[src/core/armd_pkg.sv]
// armd_pkg: opcodes, decode classes, states and carriers for the
// accumulator rotate and move decoder.
// assumes an 8-bit core with a byte-wide code stream and internal ram.
package armd_pkg;

    // ==========================================================
    // opcodes and opcode groups
    localparam logic [7:0] OP_RLC      = 8'h33;
    localparam logic [7:0] OP_RR       = 8'h03;
    localparam logic [7:0] OP_RRC      = 8'h13;
    localparam logic [7:0] OP_SWAP     = 8'hc4;
    localparam logic [7:0] OP_A_DIR    = 8'he5;
    localparam logic [7:0] OP_A_IMM    = 8'h74;
    localparam logic [4:0] GRP_A_RN    = 5'h1d;  // e8..ef
    localparam logic [4:0] GRP_RN_A    = 5'h1f;  // f8..ff
    localparam logic [4:0] GRP_RN_DIR  = 5'h15;  // a8..af
    localparam logic [6:0] GRP_A_IND   = 7'h73;  // e6..e7

    // ==========================================================
    // reset values
    localparam logic [7:0] ACC_RST     = 8'h00;
    localparam logic       CY_RST      = 1'b0;
    localparam logic [7:0] RF_RST      = 8'h00;
    localparam int         NUM_RF      = 8;

    // ==========================================================
    // types
    typedef enum logic [3:0] {
        CL_NONE, CL_RLC, CL_RR, CL_RRC, CL_SWAP, CL_A_RN,
        CL_A_DIR, CL_A_IND, CL_A_IMM, CL_RN_A, CL_RN_DIR
    } armd_cls_t;

    // gray along op -> arg -> wait -> write
    typedef enum logic [2:0] {
        ST_OP   = 3'b000,
        ST_ARG  = 3'b001,
        ST_WAIT = 3'b011,
        ST_WR   = 3'b010,
        ST_IND  = 3'b110
    } armd_state_t;

    typedef struct packed {
        logic       re;
        logic [7:0] addr;
    } armd_ram_req_t;

    // ==========================================================
    // opcode classification
    function automatic armd_cls_t armd_classify(input logic [7:0] op);
        armd_cls_t c;
        c = CL_NONE;
        if (op == OP_RLC) c = CL_RLC;
        else if (op == OP_RR) c = CL_RR;
        else if (op == OP_RRC) c = CL_RRC;
        else if (op == OP_SWAP) c = CL_SWAP;
        else if (op == OP_A_DIR) c = CL_A_DIR;
        else if (op == OP_A_IMM) c = CL_A_IMM;
        else if (op[7:3] == GRP_A_RN) c = CL_A_RN;
        else if (op[7:3] == GRP_RN_A) c = CL_RN_A;
        else if (op[7:3] == GRP_RN_DIR) c = CL_RN_DIR;
        else if (op[7:1] == GRP_A_IND) c = CL_A_IND;
        return c;
    endfunction : armd_classify

endpackage : armd_pkg

[src/core/armd_core.sv]
// armd_core: decode and execute of accumulator rotates, nibble swap and
// the accumulator / working register moves.
// assumes a code stream with valid/ready and internal ram whose read data
// is valid in the same cycle as the address (combinational read).
`timescale 1ns/1ns
module armd_core
    import armd_pkg::*;
(
    input  wire logic                clk,        // core clock, 100 mhz
    input  wire logic                srst,       // sync reset, active high
    input  wire logic                code_valid, // code byte present
    input  wire logic [7:0]          code_byte,  // opcode or operand byte
    output logic                     code_ready, // code byte taken this cycle if code_valid
    output armd_ram_req_t            ram_req,    // ram read strobe and address
    input  wire logic [7:0]          ram_rdata,  // ram read data, same cycle
    output logic [7:0]               acc,        // accumulator
    output logic                     cy,         // carry flag
    output logic [7:0][7:0]          rf,         // working registers r0..r7
    output logic                     done,       // last cycle of instruction
    output logic                     unhandled   // opcode outside this block
);

    // ==========================================================
    // state
    armd_state_t      state_q, state_d;
    armd_cls_t        cls_q, cls_d;
    logic [7:0]       op_q, op_d;
    logic [7:0]       tmp_q, tmp_d;
    logic [7:0]       acc_q, acc_d;
    logic             cy_q, cy_d;
    logic [7:0][7:0]  rf_q;

    // ==========================================================
    // decode
    wire armd_cls_t   cls_now   = armd_classify(code_byte);
    wire logic        in_op     = (state_q == ST_OP);
    wire logic        in_arg    = (state_q == ST_ARG);
    wire logic        op_take   = in_op && code_valid;
    wire logic        arg_take  = in_arg && code_valid;
    wire logic [2:0]  rn_now    = code_byte[2:0];
    wire logic [2:0]  rn_q      = op_q[2:0];
    wire logic [2:0]  ptr_q     = {2'b00, op_q[0]};
    wire logic [7:0]  rn_val    = rf_q[rn_now];
    wire logic [7:0]  ptr_val   = rf_q[ptr_q];
    wire logic        arg_read  = arg_take && (cls_q == CL_A_DIR || cls_q == CL_RN_DIR);
    wire logic        ind_read  = (state_q == ST_IND);
    wire logic        wr_rf     = (state_q == ST_WR);
    wire logic [7:0]  wr_val    = (cls_q == CL_RN_A) ? acc_q : tmp_q;

    // ram address is combinational: the direct address arrives in the same
    // cycle as its data is needed, a register stage would cost a cycle
    assign code_ready   = in_op || in_arg;
    assign ram_req.re   = arg_read || ind_read;
    assign ram_req.addr = ind_read ? ptr_val : code_byte;
    assign acc          = acc_q;
    assign cy           = cy_q;
    assign rf           = rf_q;
    assign unhandled    = op_take && (cls_now == CL_NONE);
    assign done = (op_take && cls_now inside {CL_NONE, CL_RLC, CL_RR, CL_RRC,
                                              CL_SWAP, CL_A_RN})
                || (arg_take && cls_q != CL_RN_DIR) || ind_read || wr_rf;

    // ==========================================================
    // sequencing
    always_comb begin
        state_d = state_q;
        cls_d   = cls_q;
        op_d    = op_q;
        case (state_q)
            ST_OP: begin
                if (code_valid) begin
                    cls_d = cls_now;
                    op_d  = code_byte;
                    case (cls_now)
                        CL_A_DIR, CL_A_IMM, CL_RN_DIR: state_d = ST_ARG;
                        CL_A_IND: state_d = ST_IND;
                        CL_RN_A: state_d = ST_WR;
                        default: state_d = ST_OP;
                    endcase
                end
            end
            ST_ARG: begin
                // a missing operand byte stretches the instruction
                if (code_valid) begin
                    state_d = (cls_q == CL_RN_DIR) ? ST_WAIT : ST_OP;
                end
            end
            ST_WAIT: state_d = ST_WR;
            ST_WR:   state_d = ST_OP;
            ST_IND:  state_d = ST_OP;
            default: state_d = ST_OP;
        endcase
    end

    // ==========================================================
    // accumulator and carry datapath
    always_comb begin
        acc_d = acc_q;
        cy_d  = cy_q;
        tmp_d = tmp_q;
        if (op_take) begin
            case (cls_now)
                CL_RLC: begin
                    acc_d = {acc_q[6:0], cy_q};
                    cy_d  = acc_q[7];
                end
                CL_RR:  acc_d = {acc_q[0], acc_q[7:1]};
                CL_RRC: begin
                    acc_d = {cy_q, acc_q[7:1]};
                    cy_d  = acc_q[0];
                end
                CL_SWAP: acc_d = {acc_q[3:0], acc_q[7:4]};
                CL_A_RN: acc_d = rn_val;
                default: acc_d = acc_q;
            endcase
        end else if (arg_take) begin
            if (cls_q == CL_A_DIR) acc_d = ram_rdata;
            if (cls_q == CL_A_IMM) acc_d = code_byte;
            if (cls_q == CL_RN_DIR) tmp_d = ram_rdata;
        end else if (ind_read) begin
            acc_d = ram_rdata;
        end
    end

    always_ff @(posedge clk) begin
        if (srst) begin
            state_q <= ST_OP;
            cls_q   <= CL_NONE;
            op_q    <= 8'h00;
        end else begin
            state_q <= state_d;
            cls_q   <= cls_d;
            op_q    <= op_d;
        end
    end

    always_ff @(posedge clk) begin
        if (srst) begin
            acc_q <= ACC_RST;
            cy_q  <= CY_RST;
            tmp_q <= 8'h00;
        end else begin
            acc_q <= acc_d;
            cy_q  <= cy_d;
            tmp_q <= tmp_d;
        end
    end

    always_ff @(posedge clk) begin
        if (srst) begin
            rf_q <= {NUM_RF{RF_RST}};
        end else if (wr_rf) begin
            rf_q[rn_q] <= wr_val;
        end
    end
endmodule : armd_core

[config.mk]
export PLATFORM = sky130hd
export DESIGN_NAME = armd_core
export DESIGN_NICKNAME = d
export VERILOG_FILES = /design/src/core/armd_pkg.sv /design/src/core/armd_core.sv
export SDC_FILE = /design/constraint.sdc
export NUM_CORES = 1
export LEC_CHECK = 0
export BUFFER_PORTS_ARGS = -buffer_cell sky130_fd_sc_hd__buf_2
export CELL_PAD_IN_SITES_DETAIL_PLACEMENT = 1
export CELL_PAD_IN_SITES_GLOBAL_PLACEMENT = 2
export CORE_ASPECT_RATIO = 1.1
export CORE_MARGIN = 4
export CORE_UTILIZATION = 35
export CTS_BUF_LIST = sky130_fd_sc_hd__clkbuf_8
export DETAILED_ROUTE_END_ITERATION = 10
export MAX_ROUTING_LAYER = met4
export PLACE_DENSITY_LB_ADDON = 0.1
export SYNTH_ARGS = -nofsm -noshare
export SYNTH_HDL_FRONTEND = slang
export SYNTH_SLANG_ARGS = --single-unit
[constraint.sdc]
create_clock -name clk -period 3.94 [get_ports clk]
set_input_delay 0.591 -clock clk [delete_from_list [all_inputs] [get_ports clk]]
set_output_delay 0.591 -clock clk [all_outputs]
set_load 0.05 [all_outputs]
==> results.md <==
* Synth Instances at between 600 and 700
* Netlist cell types at between 50 and 60
* Worst-path clk slew at 0.09 ns
* Minimum clock period at between 3 and 4 ns
* Critical-path maximum fanout at 24
* Global route overflow at 0
* Nets at around 700
* Critical path class: reg -> out
* Antenna viol nets, final at 0
* Die Span Y at approximately 130 um
* Total number of vias at ~4800
* Clk buf depth at 2
* Async set-reset flop share out of synthesis at 0
* Initial core utilization at 0.356
* Synthesized area per cell at 8.16 sq um
* Synth Register Bits at 91
* GRT Util Overall at 0.231
* Peak VDD IR at 0.124 mV
* Most used DFF post-synth: dfxtp_1
* DRT iter0 DRCs at about 250
* Post-synth EDFFs at 0
* CP endpoint kind: primary output
* Final core utilization at 0.415
* Worst skew pair latency at ~0.38 ns
* Fillers at between 1500 and 2000
* Vias per inst at about 5.5
* Max stage delay cell, worst path: or4b_4
* Clock Skew at 0.0101 ns
* Number of port buffers at a little over 100
* Vias in the first global route at between 4000 and 5000
* Die W at approximately 120 um
* RSZ-0062 raised after global routing: false
* Clock sink total at 91
* Largest net degree at the start of global routing at 54
* DP Cell Count at approximately 860
* Ratio of cells with drive above 1 in the final layout at 0.234
* Max Slew Vio Count at 0
* Htree depth at 3
* CTS tree: done
* Pwr dens at ~320 mW/mm^2
* Setup repair bufs after CTS at 0
* IO Count at between 100 and 150
* Mapped cell area at ~0.0049 sq mm
* Hold WC Path Type: in -> reg
* Headroom to the max-slew limit at 0.327
* Max Clock Freq at around 320 MHz
* DRT Pass-1 Iters at 4
* First-pass GRT wire length at 28000 um
* Outcome: complete, no violations
* Post-synthesis sequential area ratio at 0.371
* Final WL at 18000 um
* Final worst-path cycle share at 0.792
* CTS Hold Buffers Added at 0
* Overall power at 1.84 mW
* Post-DR wirelength/cell at between 20 and 25 um
* Clock Root Buffer: clkbuf_8
* CP max stage delay at around 0.75 ns
* Die ar. at around 0.016 sq mm
* Finished Layout Cells at 871
* PostCTS Resize Cnt at 0
* Area leader, netlist: dfxtp_1
* Startpoint class of the critical path: flip-flop
* Final setup viols at 0
* Setup TNS at 0 ns
* Yosys warning total at 0
* Top cell type's share of synthesized area at 0.371
* Syn nets at a little over 600
* Number of max-cap violations at 0
* HPWL after detailed placement at roughly 13000 um
* Static Leak at approximately 2.3 nW
* Critical Path RT at approximately 3.4 ns
* Hold WS at approximately 0.47 ns
* Row cnt at 45
* Initial antenna violation count at 0
* Cell chain of the critical path: or4b_4 > nor4_2 > nand2_1 > nor3_1 > buf_2
* Final Hold Fails at 0
* Top-count cell post-synth: nor2_1
* Worst-margin pin slew at a little under 1 ns
* Synth top area cells: dfxtp_1 (37%), mux2i_1 (11%), nor2_1 (10%), a21oi_1 (6.1%), nand2_1 (3.5%)
* Reg2Reg Setup Slack at 1.42 ns
* GPL Wtd Cong at between 0.8 and 0.9
* Antenna diodes at 0
* Synth-to-Final Area Change at 16.8%
* Worst EP arrival at approximately 2.5 ns
* DRC at 0
* Commonest cells post-synth: nor2_1 (134), dfxtp_1 (91), a21oi_1 (60)
* CTS buffer count at 9
* CORE AREA at 0.0138 sq mm
sequential cells by signal, summed over array words and instances (netlist names):
signal   cells
rf          64
acc          8
tmp_q        8
cls_q        4
op_q         3
state_q      3
cy           1
power breakdown:
| part | total, mW | internal, mW | switching, mW |
|---|---|---|---|
| Sequential | 0.951 | 0.929 | 0.0219 |
| Combinational | 0.225 | 0.0713 | 0.153 |
| Clock | 0.663 | 0.305 | 0.358 |
cells by family (layout without fill, tap and decap cells):
kind of cell    Yosys count  in the layout  synth area share
xor+xnor                  1              1           0.00179
compound gates          143            143             0.197
flops                    91             91             0.371
simple gates            251            251             0.242
mux                      65             65             0.140
buf+inv                  50            132            0.0479
worst max-delay path: cells and delay by family (launching register included):
family | cells | cell delay, ns
flops | 1 | 0.43
buf+inv | 1 | 0.29
simple gates | 4 | 1.42
cells in the final DEF, fill, tap and decap left out, types with 10 or more instances in the layout:
master    count
nor2_1      134
buf_2       103
dfxtp_1      91
a21oi_1      60
mux2i_1      55
nand2_1      46
o21ai_0      17
a211oi_1     17
a22oi_1      15
buf_4        13
nand3_1      12
nor2b_1      10
clkbuf_8     10
layer usage:
layer | share of wire | up-vias | track usage | wire, um
met5 | 0 | - | - | 0
met4 | 0.026 | 0 | 0.0775 | 461
met3 | 0.033 | 23 | 0.0352 | 599
met2 | 0.49 | 99 | 0.375 | 8780
met1 | 0.45 | 2350 | 0.292 | 8130
li1 | - | 2313 | - | -
metrics by stage:
stage                     instance area [sq um]  worst slack, ns
after floorplan                            4910            0.563
after global placement                     5540            0.985
after detailed placement                   5540            0.937
after CTS                                  5730            0.801
after global routing                       5730            0.667
final                                      5730            0.821
final cells by class:
cell class                 instances  area, sq um  area share
sequential                        91         1820       0.318
inverter                           1         3.75    0.000655
clock buffer                      10          138      0.0240
clock inverter                     5         55.1     0.00961
multi-input combinational        460         2860       0.500
tap                              188          235      0.0410
timing repair buffer             116          613       0.107
path summary, 6_finish.rpt:
check                          start               endpoint  cells after the start
max reg2reg    cls_q[3]$_SDFFE_PP0P_    rf[26]$_SDFFE_PP0P_                      6
min                     ram_rdata[3]  tmp_q[3]$_SDFFE_PP0P_                      3
max          state_q[0]$_SDFFE_PP0P_              unhandled                      5
min reg2reg    tmp_q[4]$_SDFFE_PP0P_  tmp_q[4]$_SDFFE_PP0P_                      2
No activity file was read; power rests on OpenSTA's default activity.
